## src/verilog/dbp_regs.svh

```systemverilog
/*
 * constants of the burst, preamble and write-recovery mode register:
 * address, field positions, reset value, recovery cycle tables.
 * assumes it is included by bare name from design files.
 */
`ifndef DBP_REGS_SVH
`define DBP_REGS_SVH

`define DBP_CFG_ADDR       6'h01
`define DBP_CFG_RESET      8'h04

`define DBP_BL_LSB         0
`define DBP_BL_MSB         1
`define DBP_WRPRE_BIT      2
`define DBP_RDPRE_BIT      3
`define DBP_NWR_LSB        4
`define DBP_NWR_MSB        6
`define DBP_READ_POSTAMBLE_LENGTH_BIT       7

`define DBP_BL_16          2'h0
`define DBP_BL_32          2'h1
`define DBP_BL_PER_CMD     2'h2

`define DBP_LAT_NORMAL     2'h0
`define DBP_LAT_BYTE       2'h1

// write-recovery cycles, normal latency mode
`define DBP_NWR_N0         7'h06
`define DBP_NWR_N1         7'h0A
`define DBP_NWR_N2         7'h10
`define DBP_NWR_N3         7'h14
`define DBP_NWR_N4         7'h18
`define DBP_NWR_N5         7'h1E
`define DBP_NWR_N6         7'h22
`define DBP_NWR_N7         7'h28
// write-recovery cycles, byte latency mode
`define DBP_NWR_B0         7'h0B
`define DBP_NWR_B1         7'h13
`define DBP_NWR_B2         7'h1D
`define DBP_NWR_B3         7'h26
`define DBP_NWR_B4         7'h2E
`define DBP_NWR_B5         7'h38
`define DBP_NWR_B6         7'h40
`define DBP_NWR_B7         7'h4B

`endif

```

## src/verilog/dbp_pkg.sv

```systemverilog
/*
 * types of the burst, preamble and write-recovery mode register block.
 * assumes nothing beyond a SystemVerilog compiler.
 */
package dbp_pkg;

    // bit layout matches the register byte, msb first
    typedef struct packed {
        logic       postamble_long;
        logic [2:0] write_recovery_count;
        logic       rd_preamble_toggle;
        logic       wr_preamble_2tck;
        logic [1:0] burst_length_field;
    } dbp_cfg_t;

    typedef struct packed {
        logic       valid;
        logic [5:0] addr;
        logic [7:0] data;
    } dbp_mr_access_t;

    typedef enum logic [0:0] {
        DBP_REC_IDLE,
        DBP_REC_COUNT
    } dbp_rec_state_t;

    typedef struct packed {
        logic [1:0][7:0] copy;
        logic [7:0]      rd_data;
        logic [7:0]      op_data;
    } dbp_store_state_t;

    typedef struct packed {
        logic           link_sync1;
        logic           link_sync2;
        logic           link_prev;
        logic           mrr_valid;
        logic [7:0]     mrr_data;
        dbp_cfg_t       op_cfg;
        logic [6:0]     wr_recovery;
        logic           burst_valid;
        logic           burst_is_32;
        dbp_rec_state_t rec_state;
        logic [6:0]     rec_count;
        logic           precharge_start;
    } dbp_state_t;

endpackage : dbp_pkg

```

## src/verilog/dbp_mode_reg.sv

```systemverilog
/*
 * burst length, preamble, postamble and write-recovery mode register of the
 * memory device, with per-command burst choice and auto-precharge timer.
 * assumes mode register writes/reads, commands, set-point selects and latency
 * mode come decoded from logic on i_clock; i_link_clock is the memory clock,
 * asynchronous, and much slower than i_clock.
 */
// Contract
// - burst field: 00 fixed 16, 01 fixed 32, 10 per command, 11 reserved
// - in per-command mode the command's length bit picks 16 or 32
// - bit 2 set gives a two-cycle write preamble; zero is reserved
// - bit 3 clear gives static read preamble, set gives toggling preamble
// - normal latency: recovery codes give 6,10,16,20,24,30,34,40 cycles
// - byte latency: recovery codes give 11,19,29,38,46,56,64,75 cycles
// - after a write with auto precharge, count recovery cycles before precharge
// - bit 7 clear gives half-cycle read postamble, set gives one and half
// - mode register read returns the copy chosen by the write set-point bit
// - operation uses only the copy chosen by the operate set-point bit
// - mode register address 01 selects this register for writes and reads
`timescale 1ns/1ps
`default_nettype none
`include "dbp_regs.svh"

module dbp_mode_reg
(
    input  wire logic                    i_clock,
    input  wire logic                    i_rstn,
    input  wire logic                    i_link_clock,
    input  wire dbp_pkg::dbp_mr_access_t i_mrw,
    input  wire logic                    i_mrr_valid,
    input  wire logic [5:0]              i_mrr_addr,
    input  wire logic                    i_setpoint_write_select,
    input  wire logic                    i_setpoint_operate_select,
    input  wire logic [1:0]              i_latency_mode,
    input  wire logic                    i_cmd_valid,
    input  wire logic                    i_cmd_burst_bit,
    input  wire logic                    i_wr_ap_done,
    output logic                         o_mrr_valid,
    output logic      [7:0]              o_mrr_data,
    output dbp_pkg::dbp_cfg_t            o_op_cfg,
    output logic      [6:0]              o_write_recovery_count,
    output logic                         o_burst_valid,
    output logic                         o_burst_is_32,
    output logic                         o_precharge_start
);

    localparam dbp_pkg::dbp_state_t RESET_STATE = '{
        link_sync1      : 1'b0,
        link_sync2      : 1'b0,
        link_prev       : 1'b0,
        mrr_valid       : 1'b0,
        mrr_data        : 8'h00,
        op_cfg          : `DBP_CFG_RESET,
        wr_recovery     : `DBP_NWR_N0,
        burst_valid     : 1'b0,
        burst_is_32     : 1'b0,
        rec_state       : dbp_pkg::DBP_REC_IDLE,
        rec_count       : 7'h00,
        precharge_start : 1'b0
    };

    dbp_pkg::dbp_state_t s_reg;
    dbp_pkg::dbp_state_t s_next;
    logic [7:0]          store_rd_data;
    logic [7:0]          store_op_data;
    logic                link_rise;
    logic                mrw_hit;

    // latency modes other than byte fall back to the normal table
    function automatic logic [6:0] recovery_cycles(input logic [1:0] lat, input logic [2:0] code);
        logic [6:0] n;
        n = `DBP_NWR_N0;
        if (lat == `DBP_LAT_BYTE)
        begin
            case (code)
                3'h0:    n = `DBP_NWR_B0;
                3'h1:    n = `DBP_NWR_B1;
                3'h2:    n = `DBP_NWR_B2;
                3'h3:    n = `DBP_NWR_B3;
                3'h4:    n = `DBP_NWR_B4;
                3'h5:    n = `DBP_NWR_B5;
                3'h6:    n = `DBP_NWR_B6;
                default: n = `DBP_NWR_B7;
            endcase
        end
        else
        begin
            case (code)
                3'h0:    n = `DBP_NWR_N0;
                3'h1:    n = `DBP_NWR_N1;
                3'h2:    n = `DBP_NWR_N2;
                3'h3:    n = `DBP_NWR_N3;
                3'h4:    n = `DBP_NWR_N4;
                3'h5:    n = `DBP_NWR_N5;
                3'h6:    n = `DBP_NWR_N6;
                default: n = `DBP_NWR_N7;
            endcase
        end
        return n;
    endfunction : recovery_cycles

    assign mrw_hit   = i_mrw.valid && (i_mrw.addr == `DBP_CFG_ADDR);
    assign link_rise = s_reg.link_sync2 && !s_reg.link_prev;

    dbp_setpoint_store u_store
    (
        .i_clock   (i_clock),
        .i_rstn    (i_rstn),
        .i_wr_en   (mrw_hit),
        .i_wr_data (i_mrw.data),
        .i_wr_sel  (i_setpoint_write_select),
        .i_op_sel  (i_setpoint_operate_select),
        .o_rd_data (store_rd_data),
        .o_op_data (store_op_data)
    );

    always_comb
    begin
        s_next = s_reg;
        s_next.link_sync1 = i_link_clock;
        s_next.link_sync2 = s_reg.link_sync1;
        s_next.link_prev  = s_reg.link_sync2;

        s_next.mrr_valid = i_mrr_valid && (i_mrr_addr == `DBP_CFG_ADDR);
        s_next.mrr_data  = s_next.mrr_valid ? store_rd_data : 8'h00;

        // preamble, postamble and burst fields drive operation from here
        s_next.op_cfg      = dbp_pkg::dbp_cfg_t'(store_op_data);
        s_next.wr_recovery = recovery_cycles(i_latency_mode, s_reg.op_cfg.write_recovery_count);

        s_next.burst_valid = i_cmd_valid;
        if (i_cmd_valid)
        begin
            case (s_reg.op_cfg.burst_length_field)
                `DBP_BL_16:      s_next.burst_is_32 = 1'b0;
                `DBP_BL_32:      s_next.burst_is_32 = 1'b1;
                `DBP_BL_PER_CMD: s_next.burst_is_32 = i_cmd_burst_bit;
                default:         s_next.burst_is_32 = 1'b0;
            endcase
        end

        // one timer; an auto-precharge write arriving while it runs is dropped
        s_next.precharge_start = 1'b0;
        case (s_reg.rec_state)
            dbp_pkg::DBP_REC_IDLE:
            begin
                if (i_wr_ap_done)
                begin
                    s_next.rec_count = s_reg.wr_recovery;
                    s_next.rec_state = dbp_pkg::DBP_REC_COUNT;
                end
            end
            dbp_pkg::DBP_REC_COUNT:
            begin
                if (link_rise)
                begin
                    if (s_reg.rec_count == 7'h01)
                    begin
                        s_next.precharge_start = 1'b1;
                        s_next.rec_count       = 7'h00;
                        s_next.rec_state       = dbp_pkg::DBP_REC_IDLE;
                    end
                    else
                    begin
                        s_next.rec_count = s_reg.rec_count - 7'h01;
                    end
                end
            end
            default:
            begin
                s_next.rec_state = dbp_pkg::DBP_REC_IDLE;
            end
        endcase
    end

    always_ff @(posedge i_clock)
    begin
        if (!i_rstn)
        begin
            s_reg <= RESET_STATE;
        end
        else
        begin
            s_reg <= s_next;
        end
    end

    assign o_mrr_valid            = s_reg.mrr_valid;
    assign o_mrr_data             = s_reg.mrr_data;
    assign o_op_cfg               = s_reg.op_cfg;
    assign o_write_recovery_count = s_reg.wr_recovery;
    assign o_burst_valid          = s_reg.burst_valid;
    assign o_burst_is_32          = s_reg.burst_is_32;
    assign o_precharge_start      = s_reg.precharge_start;
endmodule : dbp_mode_reg
`default_nettype wire

```

## src/verilog/dbp_setpoint_store.sv

```systemverilog
/*
 * two set-point copies of the mode register byte, with registered
 * read-back copy and registered operating copy.
 * assumes all inputs come from logic on i_clock.
 */
`timescale 1ns/1ps
`default_nettype none
`include "dbp_regs.svh"

module dbp_setpoint_store
(
    input  wire logic       i_clock,
    input  wire logic       i_rstn,
    input  wire logic       i_wr_en,
    input  wire logic [7:0] i_wr_data,
    input  wire logic       i_wr_sel,
    input  wire logic       i_op_sel,
    output logic      [7:0] o_rd_data,
    output logic      [7:0] o_op_data
);

    dbp_pkg::dbp_store_state_t s_reg;
    dbp_pkg::dbp_store_state_t s_next;

    always_comb
    begin
        s_next = s_reg;
        if (i_wr_en)
        begin
            s_next.copy[i_wr_sel] = i_wr_data;
        end
        s_next.rd_data = s_reg.copy[i_wr_sel];
        s_next.op_data = s_reg.copy[i_op_sel];
    end

    always_ff @(posedge i_clock)
    begin
        if (!i_rstn)
        begin
            s_reg.copy[0] <= `DBP_CFG_RESET;
            s_reg.copy[1] <= `DBP_CFG_RESET;
            s_reg.rd_data <= `DBP_CFG_RESET;
            s_reg.op_data <= `DBP_CFG_RESET;
        end
        else
        begin
            s_reg <= s_next;
        end
    end

    assign o_rd_data = s_reg.rd_data;
    assign o_op_data = s_reg.op_data;
endmodule : dbp_setpoint_store
`default_nettype wire

```

## config.mk

```make
export PLATFORM = sky130hd
export DESIGN_NAME = dbp_mode_reg
export DESIGN_NICKNAME = d
export VERILOG_FILES = /design/src/verilog/dbp_pkg.sv /design/src/verilog/dbp_mode_reg.sv /design/src/verilog/dbp_setpoint_store.sv
export VERILOG_INCLUDE_DIRS = /design/src /design/src/verilog
export SDC_FILE = /design/constraint.sdc
export NUM_CORES = 1
export LEC_CHECK = 0
export CAP_MARGIN = 20
export CORE_MARGIN = 5
export CORE_UTILIZATION = 30
export DETAILED_ROUTE_END_ITERATION = 8
export DONT_BUFFER_PORTS = 1
export GPL_TIMING_DRIVEN = 1
export PLACE_DENSITY = 0.55
export SLEW_MARGIN = 20
export SYNTH_ARGS = -nofsm -noshare
export SYNTH_HDL_FRONTEND = slang
export SYNTH_SLANG_ARGS = --single-unit
```

## constraint.sdc

```tcl
create_clock -name i_clock -period 1.42 [get_ports i_clock]
set_input_delay 0.142 -clock i_clock [delete_from_list [all_inputs] [get_ports i_clock]]
set_output_delay 0.142 -clock i_clock [all_outputs]
set_load 0.02 [all_outputs]
```

# Word-level counts from Yosys, hierarchy flattened
# Cells that the tools add are included.
[totals]
ff_bits = 70
in_bits = 32
output_inout_bits = 27
wordCells = 65
[classes]
addsub = 1
n_lt_le_gt_ge = 3
n_eq_ne = 14
n_mux = 17
bitwise = 1
reduce_logical = 9
[ops]
columns = ["op", "n"]
rows = [
  ["$pmux W7 S7", 1],
  ["$mux W8", 6],
  ["$pmux W6 S7", 1],
  ["$bwmux W16", 1],
  ["$pmux W8 S2", 1],
  ["$mux W7", 2],
  ["$eq A6 B1 Y1 const B", 2],
  ["$eq A3 B3 Y1 const B", 3],
  ["$mux W9", 1],
  ["$demux W8 S1", 1],
  ["$eq A7 B1 Y1 const B", 1],
  ["$sub A7 B1 Y7 const B", 1],
  ["$eq A3 B2 Y1 const B", 2],
  ["$eq A2 B1 Y1 const B", 2],
  ["$logic_and A1 B1 Y1", 4],
  ["$lt A1 B2 Y1 const B", 2],
  ["$reduce_and A2 Y1", 2],
  ["$eq A3 B1 Y1 const B", 1],
  ["$logic_not A3 Y1", 1],
  ["$reduce_and A3 Y1", 1],
  ["$eq A2 B2 Y1 const B", 1],
  ["$mux W1", 2],
  ["$ne A2 B1 Y1 const B", 1],
  ["$ne A2 B2 Y1 const B", 1],
  ["4 further kinds", 4],
]

# Longest topological paths before layout
# Gate-level depths: netlist of run 1.
[depth]
word_depth = 5
depth_mapped = 6
depth_no_buf = 6

# Hierarchy
# Synthesis of run 1 repeated with hierarchy kept, for this count alone.
[unflattened]
hier_cells = 314
hier_area_um2 = 3074.2
[by_module_without_submodules]
columns = ["mod", "n_inst", "cells_per_inst", "area_per_inst_um2", "seq_area_each_um2"]
rows = [
  ["dbp_mode_reg", 1, 183, 1721.7, 760.7],
  ["dbp_setpoint_store", 1, 131, 1352.5, 640.6],
]

# Worst setup path after synthesis of run 1
# No wires, ideal clock.
[synth_path]
path_kind = "flip-flop to flip-flop"
start = "register s_reg[1] (netlist name)"
end = "register s_reg[6] (netlist name)"
arrival_time_ns = 1.176
required_ns = 1.295
path_slack_ns = 0.118
path_stages_with_launch = 5
period_less_slack_ns = 1.302
path_cell_list = "dfxtp_1 or4_1 nor2_1 xnor2_1 o32ai_1"
[synth_via]
elab_chain_len = 4
[synth_lines]
columns = ["element", "line", "text"]
rows = [
  ["start, declared", "dbp_mode_reg.sv:62", "dbp_pkg::dbp_state_t s_reg;"],
  ["start signal, assigned", "dbp_mode_reg.sv:184", "s_reg <= s_next;"],
  ["$sub A7 B1 Y7 or $eq A7 B1 Y1 (tied branches)", "dbp_mode_reg.sv:165, dbp_mode_reg.sv:157", ""],
  ["$mux W7 (*)", "dbp_mode_reg.sv:157", "if (s_reg.rec_count == 7'h01)"],
  ["$mux W9 (*)", "dbp_mode_reg.sv:155", "if (link_rise)"],
  ["$pmux W8 S2 (*)", "dbp_mode_reg.sv:144", "case (s_reg.rec_state)"],
]
# Every way passes the cells marked *; elsewhere a longest branch is shown, timed or not. The select of a mux whose other input is x is not followed.
# A chain may end at the register's enable or synchronous reset.

# Worst setup path after layout of run 1
# Ends and elaborated chain as after synthesis.

==> results by stage, run 1 <==
Yosys:
- The fraction of synthesis flops using an asynchronous set or reset pin is 0.
- The cell taking the most area after synthesis is sky130_fd_sc_hd__dfxtp_1.
- The cell area after synthesis is 2820 um2.
- In the post-synthesis netlist, the biggest area contributors are sky130_fd_sc_hd__dfxtp_1 (50%), sky130_fd_sc_hd__mux2i_1 (12%), sky130_fd_sc_hd__buf_4 (6.1%), sky130_fd_sc_hd__nor2_1 (5.1%), sky130_fd_sc_hd__and2_1 (4.4%).
- Dividing the synthesized area by the synthesized cell count gives 9.83 um2.
- The count of different cell masters after synthesis is 41.
- The number of nets in the synthesized netlist is 323.
- By instance count, the leading cell after synthesis is sky130_fd_sc_hd__dfxtp_1.
- The number of warnings reported in the yosys synthesis log is 0.
- In this run, synthesis inferred 0 flip-flops with an integrated enable.
- For this run, the leading register cell type out of synthesis is sky130_fd_sc_hd__dfxtp_1.
- The number of synthesized register bits is 70.
- In the synthesized netlist, the number of instances is 287.
- Of the post-synthesis cell area, the dominant cell type holds 0.497.
- By count the netlist is led by sky130_fd_sc_hd__dfxtp_1 (70), sky130_fd_sc_hd__nor2_1 (38), sky130_fd_sc_hd__mux2i_1 (34), sky130_fd_sc_hd__buf_4 (23), sky130_fd_sc_hd__and2_1 (20).
- The sequential share of the synthesized area is 0.497.

Critical path:
- The worst register-to-register path has a depth of 4.
- In this run the critical register-to-register path is captured at s_reg[6]$_SDFFE_PN0P_.
- For the worst setup path, the data required time is 1630 ps.
- The launching element type of the critical path is a flip-flop.
- The kind of critical path is flip-flop to flip-flop.
- The internal reg-to-reg setup slack is 60 ps.
- Of all nets on the critical path, the largest fanout is 6.
- STA classifies the critical path endpoint as a flip-flop.
- Data on the critical path arrives at its endpoint at 1570 ps.
- The beginning of the worst register-to-register path is s_reg[1]$_SDFFE_PN0P_.

Clocking:
- The tree is rooted in a sky130_fd_sc_hd__clkbuf_8.
- Clock-pin slew was measured on the worst setup and hold paths at 70 ps.
- The TritonCTS sink count is 70.
- The CTS tree is done.
- The H-tree was split into 3 levels.
- No sink is reached through more buffers than the 2 on the longest clock path.
- The number of buffers created by CTS is 9.
- The clock latency of the later-clocked register in the worst-skew pair is 330 ps.
- The number of buffers inserted to repair setup after CTS is 0.

Routing:
- The detailed-route vias per instance is 4.61.
- The total vias in the final route is 1863.
- For this block, the routed nets add up to 5780 um of wire.
- After detailed routing, the number of remaining DRC violations is 0.
- Before antenna repair, the detailed router went through 4 iterations.
- The remaining antenna violation count is 0.
- The violation count after the first detailed-routing iteration is 93.
- Dividing the detail-routed wire length by the instance count gives 14.3 um.

Power:
- The analysis attributes to cell leakage a power of 1.32 nW.
- For this design the ratio of total power to cell area is 1240 nW/um2.
- The worst supply voltage drop on vdd is 0.367 mV.
- The total power draw is 4.03 mW.

Global routing:
- The total global routing overflow is 0.
- Entering global routing, the biggest net connects 42 pins.
- The via count of the first global-routing pass came to 1958.
- The first global-routing pass estimated 9560 um of wire.
- The overall fraction of global-route tracks in use is 0.107.
- The number of antenna violations at the first check in global routing came to 0.

Floorplan:
- The number of rows created at floorplan is 35.
- The floorplan die width is 107 um.
- The standard cell core area is 9200 um2.
- 59 I/O pins were placed.
- The die covers 11400 um2.
- For this configuration, the core starts out at a cell density of 0.307.
- The height of the die is 107 um.

Final layout:
- The post-route cell area is 3250 um2.
- The post-layout net count is 324.
- 0 antenna diodes ended up in the layout.
- The post-synthesis to final-layout area growth is 15.3%.
- The flip-flop count of the largest register after layout is 16.
- Of the cells placed in the final design, the portion with a size suffix greater than 1 is 0.147.
- The post-route core utilization is 0.354.

Timing:
- The setup violation total in the final timing report is 0.
- The period utilization is 0.954.
- At the pin with the least slew margin, the transition time is 795 ps.
- The worst slew margin relative to its limit is 0.470.
- For the final database, setup skew stands at 6.05 ps.
- Across all setup checks in the final design, the least slack found is 64.7 ps.
- Derived from the worst setup path, the maximum achievable clock frequency is 0.738 GHz.
- The final number of hold-violating endpoints was 0.
- The time the final worst path needs with I/O delays and setup is 1360 ps.
- The final count of pins violating max slew is 0.
- Setup repair after global routing could not meet its margin everywhere.

Placed design:
- Before CTS, the worst setup slack after placement is -39.6 ps.
- In this run the tool buffered the top-level ports with 0 buffer cells.
- The post-detailed-placement half-perimeter wirelength is 3930 um.
- The routability congestion estimate from global placement is 0.840.
- The placement-stage cell area is 2840 um2.

Job:
- The max-cap check violation count is 0.

Run status:
- The flow ran to the end, and the final reports show no timing, DRC or antenna violations.

Min path:
- In this run the worst hold path is classified as primary input to flip-flop.
- The hold path depth is 2.
- The startpoint of the tightest hold check path is i_mrr_addr[1].
- The worst hold path terminates at o_mrr_valid$_SDFF_PN0_.
per-layer routing:
| layer | share of wire | vias up | global-route usage |
|---|---|---|---|
| met2 | 0.47 | 45 | 0.171 |
| li1 | - | 940 | - |
| met3 | 0.067 | 7 | 0.0367 |
| met1 | 0.44 | 871 | 0.123 |
| met5 | 0 | - | 0 |
| met4 | 0.016 | 0 | 0.0630 |
area by class of cell:
type / count / area, um2
clock buffer: 9 / 124
clock inverter: 7 / 96.3
fill: 923 / 5940
inverter: 5 / 18.8
multi-input combinational: 176 / 1230
sequential: 70 / 1410
tap: 111 / 139
timing repair buffer: 26 / 245
cells by family (layout without fill, tap and decap cells):
group,after synthesis,in the layout,share of synthesized area
simple gates,104,104,0.198
buf+inv,41,47,0.0860
flops,70,70,0.497
xor+xnor,7,7,0.0217
compound gates,27,27,0.0590
mux,34,34,0.121
fa+ha+maj,4,4,0.0177
worst max path at each step:
stage,start,endpoint,cells after the start
4_1_cts,s_reg[1]$_SDFFE_PN0P_,s_reg[4]$_SDFFE_PN0P_,4
6_report,s_reg[1]$_SDFFE_PN0P_,s_reg[6]$_SDFFE_PN0P_,4
2_1_floorplan,s_reg[1]$_SDFFE_PN0P_,s_reg[6]$_SDFFE_PN0P_,4
3_3_place_gp,s_reg[2]$_SDFFE_PN0P_,s_reg[3]$_SDFFE_PN0P_,6
5_1_grt,s_reg[4]$_SDFFE_PN0P_,s_reg[4]$_SDFFE_PN0P_,5
3_5_place_dp,s_reg[2]$_SDFFE_PN0P_,s_reg[6]$_SDFFE_PN0P_,6
placed cells by master, fill, tap and decap left out, drive strengths merged, types with 2 or more instances in the layout:
master	instances
dfxtp	70
nor2	38
mux2i	34
and2	20
nand2	16
dlygate4sd3	13
a21oi	12
buf	12
clkbuf	9
inv	7
nand2b	5
xnor2	4
ha	4
nor2b	4
and3b	3
nor3	3
xor2	3
nand3	3
o21ai	3
clkinv	3
nor4	2
nand3b	2
o32ai	2
nor3b	2
a31oi	2
bufinv	2
report_power, final:
group	leakage [nW]	internal, mW	switching, mW
logic	0.643	0.125	0.130
registers	0.568	1.99	0.0335
clock network	0.114	0.998	0.757
through the flow:
step	cells	TNS [ps]	hold WS (ps)
2_1_floorplan	287	0	215
3_3_place_gp	374	0	211
3_5_place_dp	374	-155	211
4_1_cts	404	0	10.9
5_1_grt	404	-13.6	17.9
6_report	404	0	36.1
critical path, cell delays in order, from the launching register on:
cell	delay, ps
sky130_fd_sc_hd__dfxtp_2	350
sky130_fd_sc_hd__or4_4	550
sky130_fd_sc_hd__nor2_2	110
sky130_fd_sc_hd__xnor2_1	130
sky130_fd_sc_hd__o32ai_2	100
repair_timing:
item,CTS,global route
pin swaps,0,2
gates cloned,0,0
endpoints found under the setup margin,6,7
hold buffers,14,0
resized for setup,1,12
endpoints found under the hold margin,52,0
Note: power is estimated with default switching activity, not from simulation.
==> run 2, diff against run 1 <==
--- a/config.mk
+++ b/config.mk
@@ -6,6 +6,7 @@
 export SDC_FILE = /design/constraint.sdc
 export NUM_CORES = 1
 export LEC_CHECK = 0
+export ABC_AREA = 1
 export CAP_MARGIN = 20
 export CORE_MARGIN = 5
 export CORE_UTILIZATION = 30
==> run 2 against run 1 <==
Wire length grew 8.6%. Cell count grew 39%. Largest power group unchanged. Die area up 8.7%. Synthesized area increased by 9.6%. Core utilization shrank 2.4 points. Non-clock buffer count down 12. Register-to-register slack improved by 130 ps. Via count rose by 24%. Maximum frequency is 5.6% higher. Highest routed layer unchanged.
==> results by stage, run 2 <==
Timing:
- Setup repair after global routing left no endpoint under its margin.
- The final number of hold-violating endpoints is 0 (unchanged).
- The tightest hold margin is 27.9 ps (-8.21 ps).
- The setup violation total in the final timing report is 0 (unchanged).
- The post-route worst setup slack came to 137 ps (+72.0 ps).
- The worst slew margin relative to its limit came to 0.454 (-0.0156).
- The clock skew after layout is 12.8 ps (+6.77 ps).
- The achievable frequency is 0.779 GHz (+5.6%).
- The total negative slack for setup checks is 0 ps (unchanged).
- The time the final worst path needs with I/O delays and setup is 1280 ps (-72.0 ps).
- The period utilization is 0.904 (-0.0507).
- The final count of pins violating max slew is 0 (unchanged).
- The transition time at the pin with the least slew margin is 816 ps (+20.6 ps).

Routing:
- The detail-routed net length per standard cell came to 11.2 um (-22%).
- The overall routed net length is 6280 um (+8.6%).
- The remaining antenna violation count is 0 (unchanged).
- The number of remaining DRC errors is 0 (unchanged).
- The first-pass detailed-route iteration total is 4 (unchanged).
- The violation count after the first detailed-routing iteration is 145 (+56%).
- The total vias in the final route is 2307 (+24%).
- The detailed-route vias per instance is 4.12 (-11%).

Yosys:
- The number of warnings reported in the yosys synthesis log came to 0 (unchanged).
- The cell area after synthesis is 3090 um2 (+9.6%).
- The number of synthesized register bits was 70 (unchanged).
- The count of flip-flops with a built-in enable after synthesis was 0 (unchanged).
- The post-synthesis average cell area is 7.21 um2 (-27%).
- Summed over all instances, the cell type with the most area after synthesis is sky130_fd_sc_hd__dfxtp_1.
- In the post-synthesis netlist, the biggest area contributors are sky130_fd_sc_hd__dfxtp_1 (45%), sky130_fd_sc_hd__nand2_1 (11%), sky130_fd_sc_hd__inv_1 (9.7%), sky130_fd_sc_hd__buf_4 (5.8%), sky130_fd_sc_hd__nor2_1 (5.6%).
- Ranked by instance count, the synthesized netlist is headed by sky130_fd_sc_hd__nand2_1 (94), sky130_fd_sc_hd__inv_1 (80), sky130_fd_sc_hd__dfxtp_1 (70), sky130_fd_sc_hd__nor2_1 (46), sky130_fd_sc_hd__nand3_1 (31).
- The number of nets in the synthesized netlist is 465 (+44%).
- The sequential share of the synthesized area is 0.453 (-0.0434).
- Yosys instantiated no cell more often than sky130_fd_sc_hd__nand2_1.
- The gate count after technology mapping is 429 (+49%).
- The fraction of synthesis flops using an asynchronous set or reset pin is 0 (unchanged).
- The count of different cell masters after synthesis is 27 (-34%).
- The proportion of netlist area held by the largest area contributor is 0.453 (-0.0434).
- In the synthesized netlist the dominant register cell turns out to be sky130_fd_sc_hd__dfxtp_1.

Critical path:
- The number of buffers and inverters on the critical path was 1 (+1).
- The worst path required time is 1590 ps (-40 ps).
- The largest fanout of any net on the critical path came to 22 (+16).
- The reg-to-reg critical path endpoint is s_reg[3]$_SDFFE_PN0P_.
- The depth of the most critical reg-to-reg path is 9 (+5).
- The critical path data arrival time came to 1450 ps (-120 ps).
- The family with the most delay on the worst path is buffers and inverters.
- The delay of the slowest cell on the worst path was 1070 ps (+520 ps).
- The capturing element type of the critical path is a flip-flop.
- The worst setup path is launched from a primary input.
- The kind of critical path is primary input to flip-flop.
- The signal on the critical path passes through dlygate4sd3_1 -> a21oi_1.
- The beginning of the worst register-to-register path is s_reg[2]$_SDFFE_PN0P_.
- The internal reg-to-reg setup slack is 190 ps (+130 ps).
- For this design, the slowest cell found on the critical path is sky130_fd_sc_hd__dlygate4sd3_1.

Final layout:
- The post-route cell area is 3360 um2 (+3.3%).
- The flip-flop count of the largest register after layout is 16 (unchanged).
- The fill cell total of the finished layout was 1117 (+21%).
- The post-route core utilization is 0.330 (-0.0239).
- In the layout the commonest cells are sky130_fd_sc_hd__nand2_1 (94), sky130_fd_sc_hd__inv_1 (80), sky130_fd_sc_hd__dfxtp_1 (70).
- The most frequent standard cell in the layout excluding fill and tap cells is sky130_fd_sc_hd__nand2_1.
- The post-route non-filler standard cell count is 560 (+39%).
- The post-layout net count is 455 (+40%).
- The number of antenna diodes came to 0 (unchanged).
- Relative to the synthesized area, the layout overhead comes to 8.70%.
- The ratio of cells with drive above 1 in the final layout is 0.0920 (-0.0548).

Min path:
- The destination of the worst hold path is s_reg[8]$_SDFF_PN0_.
- The type of the worst min-delay path is primary input to flip-flop.
- The startpoint of the tightest hold check path is i_wr_ap_done.
- The hold path depth is 2 (unchanged).

Placed design:
- The routability congestion estimate from global placement came to 0.775 (-7.7%).
- The placement-stage cell area is 3080 um2 (+8.4%).
- The post-placement worst setup slack is 209 ps (+248 ps).
- The number of cells in the design after placement came to 538 (+44%).
- The post-detailed-placement half-perimeter wirelength is 4280 um (+9.1%).
- The number of buffer cells added on primary ports is 0 (unchanged).

Global routing:
- The total global routing overflow is 0 (unchanged).
- The largest net degree at the start of global routing is 48 (+14%).
- The wire length of the first global-routing pass is 10600 um (+11%).
- The overall fraction of global-route tracks in use is 0.106 (-0.00115).
- The via count of the first global-routing pass came to 2152 (+9.9%).
- The number of antenna violations at the first check in global routing is 0 (unchanged).

Clocking:
- The maximum root-to-sink buffer count came to 2 (unchanged).
- The depth of the CTS H-tree is 3 (unchanged).
- The CTS tree is done.
- In this run the clock root is driven by a sky130_fd_sc_hd__clkbuf_8.
- The number of buffers created by CTS is 9 (unchanged).
- The clock latency of the later-clocked register in the worst-skew pair is 330 ps (about the same).
- The number of buffers inserted to repair setup after CTS is 0 (unchanged).
- The TritonCTS sink count was 70 (unchanged).
- The clock transition at the registers of the reported paths came to 70 ps (about the same).

Floorplan:
- The standard cell core area is 10200 um2 (+11%).
- The initial cell density of the core is 0.304 (-0.00324).
- The die outline area is 12400 um2 (+8.7%).
- The top-level port count is 59 (unchanged).
- The floorplan die width was 112 um (+4.2%).
- The number of rows created at floorplan is 37 (+5.7%).
- The height of the die was 112 um (+4.2%).

Job:
- The max-cap check violation count came to 0 (unchanged).

Power:
- The power per cell area is 1220 nW/um2 (-1.8%).
- The total power draw is 4.09 mW (+1.4%).
- The worst supply voltage drop on vdd is 0.358 mV (-2.3%).
- The leakage power summed over all cells is 1.64 nW (+24%).

Run status:
- The flow ran to the end, and the final reports show no timing, DRC or antenna violations.
## run 2: timing repair
| item | 4_1_cts | 5_1_grt |
|---|---|---|
| endpoints found under the setup margin | 0 | 0 |
| hold endpoints to repair | 50 | 0 |
| gates resized for setup | 0 | 0 |
| hold buffers | 6 | 0 |
## run 2: how the worst max path moves through the flow
stage	from	end	slack, ps	cells after the start
finish	i_setpoint_write_select	u_store.o_rd_data[1]$_SDFF_PN0_	140	2
global route	i_setpoint_write_select	u_store.o_rd_data[3]$_SDFF_PN0_	30	3
CTS	s_reg[2]$_SDFFE_PN0P_	s_reg[3]$_SDFFE_PN0P_	190	9
detailed placement	s_reg[2]$_SDFFE_PN0P_	s_reg[4]$_SDFFE_PN0P_	210	9
global placement	s_reg[2]$_SDFFE_PN0P_	s_reg[3]$_SDFFE_PN0P_	230	9
floorplan	s_reg[1]$_SDFFE_PN0P_	s_reg[5]$_SDFFE_PN0P_	310	8
## run 2: final cells by class
type | instances | area [um2] | area share
multi-input combinational | 240 | 1130 | 0.336
inverter | 84 | 315 | 0.0938
sequential | 70 | 1400 | 0.417
timing repair buffer | 14 | 130 | 0.0387
tap | 136 | 170 | 0.0506
clock inverter | 6 | 86.3 | 0.0257
clock buffer | 10 | 128 | 0.0380
## run 2: layer usage
metal  global-route usage  share of wire
met3               0.0310          0.042
met2                0.165           0.47
met1                0.134           0.48
met4               0.0511         0.0078
met5                    0              0
## run 2: cell families after synthesis
| kind of cell | after synthesis | share of synthesized area |
|---|---|---|
| AOI/OAI and AO/OA | 49 | 0.0842 |
| xor gates and xnor gates | 1 | 0.00283 |
| adders and majority gates | 4 | 0.0162 |
| buffers and inverters | 119 | 0.181 |
| DFF | 70 | 0.453 |
| and+or+nand+nor | 186 | 0.262 |
## run 2: where the power goes
part | internal (mW) | switching [mW]
sequential | 2.02 | 0.0504
combinational | 0.112 | 0.188
clock | 0.987 | 0.732
==> run 3, diff against run 2 <==
--- a/config.mk
+++ b/config.mk
@@ -13,6 +13,7 @@
 export DETAILED_ROUTE_END_ITERATION = 8
 export DONT_BUFFER_PORTS = 1
 export GPL_TIMING_DRIVEN = 1
+export MAX_ROUTING_LAYER = met4
 export PLACE_DENSITY = 0.55
 export SLEW_MARGIN = 20
 export SYNTH_ARGS = -nofsm -noshare
==> run 3 against run 2 <==
Non-clock buffer count unchanged. Die area is the same. Final area is the same. Via count rose by 0.43%. Clock power hardly changed. Critical path depth did not move. Register-to-register slack hardly changed. First-iteration DRC count increased by 9.7%. Wire length rose by 0.19%. Critical path type unchanged.
==> results by stage, run 3 (synthesis gave the netlist of run 2 again) <==
Placed design:
- The post-detailed-placement half-perimeter wirelength is 4280 um (unchanged).
- The routability congestion estimate from global placement was 0.786 (+1.4%).
- The number of buffer cells added on primary ports is 0 (unchanged).

Routing:
- The violation count after the first detailed-routing iteration is 159 (+9.7%).
- The total vias in the final route is 2317 (+0.43%).
- The number of remaining DRC errors is 0 (unchanged).
- The detailed-route vias per instance is 4.14 (+0.43%).
- The first-pass detailed-route iteration total is 4 (unchanged).
- The remaining antenna violation count came to 0 (unchanged).
- The overall routed net length is 6290 um (+0.19%).
- The detail-routed net length per standard cell is 11.2 um (+0.19%).

Floorplan:
- The number of rows created at floorplan is 37 (unchanged).
- The floorplan die width is 112 um (unchanged).
- The standard cell core area is 10200 um2 (unchanged).
- The height of the die is 112 um (unchanged).
- The initial cell density of the core is 0.304 (unchanged).
- The die outline area is 12400 um2 (unchanged).
- The top-level port count is 59 (unchanged).

Power:
- The clock share of power is 0.421 (about the same).
- The worst supply voltage drop on vdd is 0.358 mV (about the same).
- The leakage power summed over all cells is 1.64 nW (unchanged).
- The switching share of total power is 0.238 (+0.000778).
- The net switching power of the design is 975 uW (+0.43%).
- The internal power summed over all cells is 3.12 mW (about the same).
- The power per cell area was 1220 nW/um2 (+0.10%).
- The part of the total power dissipated in combinational logic is 0.073 (about the same).
- The total power draw is 4.09 mW (+0.10%).
- The share of total power in sequential cells is 0.505 (about the same).

Timing:
- The time the final worst path needs with I/O delays and setup came to 1270 ps (-10.9 ps).
- The final count of pins violating max slew is 0 (unchanged).
- The worst slew margin relative to its limit is 0.461 (+0.00721).
- The clock skew after layout is 13.7 ps (+0.852 ps).
- The setup violation total in the final timing report is 0 (unchanged).
- The period utilization is 0.896 (-0.00769).
- The final number of hold-violating endpoints was 0 (unchanged).
- The total negative slack for setup checks was 0 ps (unchanged).
- Setup repair after global routing left no endpoint under its margin.
- The achievable frequency came to 0.786 GHz (+0.86%).
- The transition time at the pin with the least slew margin was 805 ps (-10.8 ps).

Min path:
- The hold path depth is 2 (unchanged).
- The tightest min-delay check is of the primary input to flip-flop type.

Clocking:
- The number of gates resized after CTS was 0 (unchanged).
- The depth of the CTS H-tree is 3 (unchanged).
- The number of buffers created by CTS came to 9 (unchanged).
- The clock latency of the later-clocked register in the worst-skew pair is 340 ps (about the same).
- The maximum root-to-sink buffer count is 2 (unchanged).
- Clock tree synthesis selected as its root buffer the cell sky130_fd_sc_hd__clkbuf_8.
- The CTS tree is done.
- The TritonCTS sink count is 70 (unchanged).
- The clock transition at the registers of the reported paths is 70 ps (about the same).

Critical path:
- The slowest cell on the critical path is sky130_fd_sc_hd__dlygate4sd3_1.
- The kind of critical path is primary input to flip-flop.
- The worst path required time is 1590 ps (about the same).
- The beginning of the worst register-to-register path is s_reg[2]$_SDFFE_PN0P_.
- The worst setup path is captured at a flip-flop.
- The internal reg-to-reg setup slack is 190 ps (about the same).
- The capture point of the critical path is u_store.o_rd_data[1]$_SDFF_PN0_.
- The endpoint identified for the worst register-to-register timing path is s_reg[3]$_SDFFE_PN0P_.
- The critical path starts at i_setpoint_write_select.
- The number of buffers and inverters on the critical path is 1 (unchanged).
- The depth of the most critical reg-to-reg path is 9 (unchanged).
- The largest fanout of any net on the critical path is 22 (unchanged).
- The critical path depth in cells is 2 (unchanged).
- The family with the most delay on the worst path is buffers and inverters.
- The delay of the slowest cell on the worst path is 1060 ps (about the same).
- The launching element type of the critical path is a primary input.
- The critical path data arrival time is 1440 ps (about the same).
- Walking the worst path, the cells encountered are dlygate4sd3_1 -> a21oi_1.

Global routing:
- The total global routing overflow was 0 (unchanged).
- The global routing usage on met2 came to 0.164 (-0.000402).
- After global routing, the most crowded layer is met2.
- The via count of the first global-routing pass came to 2151 (-0.046%).
- The number of antenna violations at the first check in global routing is 0 (unchanged).
- The overall fraction of global-route tracks in use is 0.109 (+0.00327).
- The wire length of the first global-routing pass came to 10600 um (+0.20%).
- The largest net degree at the start of global routing is 48 (unchanged).
- The met1 capacity usage during global routing came to 0.138 (+0.00333).
- The met3 capacity usage during global routing is 0.0315 (+0.000543).

Job:
- The max-cap check violation count came to 0 (unchanged).

Run status:
- The flow ran to the end, and the final reports show no timing, DRC or antenna violations.

Final layout:
- The post-layout net count came to 455 (unchanged).
- The library cells used most frequently in the layout, excluding fill and tap cells, are sky130_fd_sc_hd__nand2_1 (94), sky130_fd_sc_hd__inv_1 (80), sky130_fd_sc_hd__dfxtp_1 (70).
- The fill cell total of the finished layout is 1117 (unchanged).
- The most frequent standard cell in the layout excluding fill and tap cells is sky130_fd_sc_hd__nand2_1.
- The post-synthesis to final-layout area growth is 8.70% (unchanged).
- The number of antenna diodes came to 0 (unchanged).
- The area of the multi-input gates is 1130 um2 (unchanged).
- The ratio of cells with drive above 1 in the final layout is 0.0920 (unchanged).
- The flip-flop count of the largest register after layout is 16 (unchanged).
- The sequential cell area is 1400 um2 (unchanged).
-- run 3: cell counts in the layout (fill, tap and decap cells not counted) --
Identical to the previous run, type by type.
-- run 3: repair_timing --
item,CTS,global route
buffers inserted,0,0
hold endpoints to repair,50,0
hold buffers,6,0
-- run 3: worst min path at each step --
| stage | slack [ps] | end | startpoint |
|---|---|---|---|
| global route | 20 | u_store.o_rd_data[5]$_SDFF_PN0_ | i_setpoint_write_select |
| detailed placement | 230 | o_write_recovery_count[2]$_SDFF_PN1_ | i_rstn |
| finish | 30 | s_reg[8]$_SDFF_PN0_ | i_wr_ap_done |
| floorplan | 240 | o_burst_valid$_SDFF_PN0_ | i_cmd_valid |
| global placement | 230 | o_write_recovery_count[2]$_SDFF_PN1_ | i_rstn |
| CTS | 4 | u_store.o_rd_data[5]$_SDFF_PN0_ | i_setpoint_write_select |
-- run 3: area by class of cell --
type                            count  share of cell area
Clock buffer                       10              0.0380
Clock inverter                      6              0.0257
Inverter                           84              0.0938
Multi-Input combinational cell    240               0.336
Sequential cell                    70               0.417
Tap cell                          136              0.0506
Timing Repair Buffer               14              0.0387
-- run 3: per-stage QoR --
| stage | worst slack, ps | instance area [um2] | instances | utilization | hold WS [ps] |
|---|---|---|---|---|---|
| after global placement | 232 | 3080 | 538 | 0.302 | 231 |
| after global routing | 34.3 | 3360 | 560 | 0.330 | 23.2 |
| final | 148 | 3360 | 560 | 0.330 | 25.6 |
| after CTS | 192 | 3360 | 560 | 0.330 | 3.95 |
| after floorplan | 305 | 3090 | 429 | - | 235 |
| after detailed placement | 209 | 3080 | 538 | 0.302 | 226 |
-- run 3: power groups by stage --
stage	logic [mW]	clock network (mW)	registers (mW)
2_1_floorplan	0.269	0	2.09
3_3_place_gp	0.247	0	2.11
3_5_place_dp	0.252	0	2.11
4_1_cts	0.305	1.80	2.07
5_1_grt	0.348	1.91	2.07
6_report	0.301	1.72	2.07
-- run 3: per-layer routing --
layer	vias up	part of all wire	wire length [um]
met1	1009	0.48	3020
met5	-	0	0
li1	1258	-	-
met2	46	0.47	2940
met3	4	0.042	267
met4	0	0.0097	61
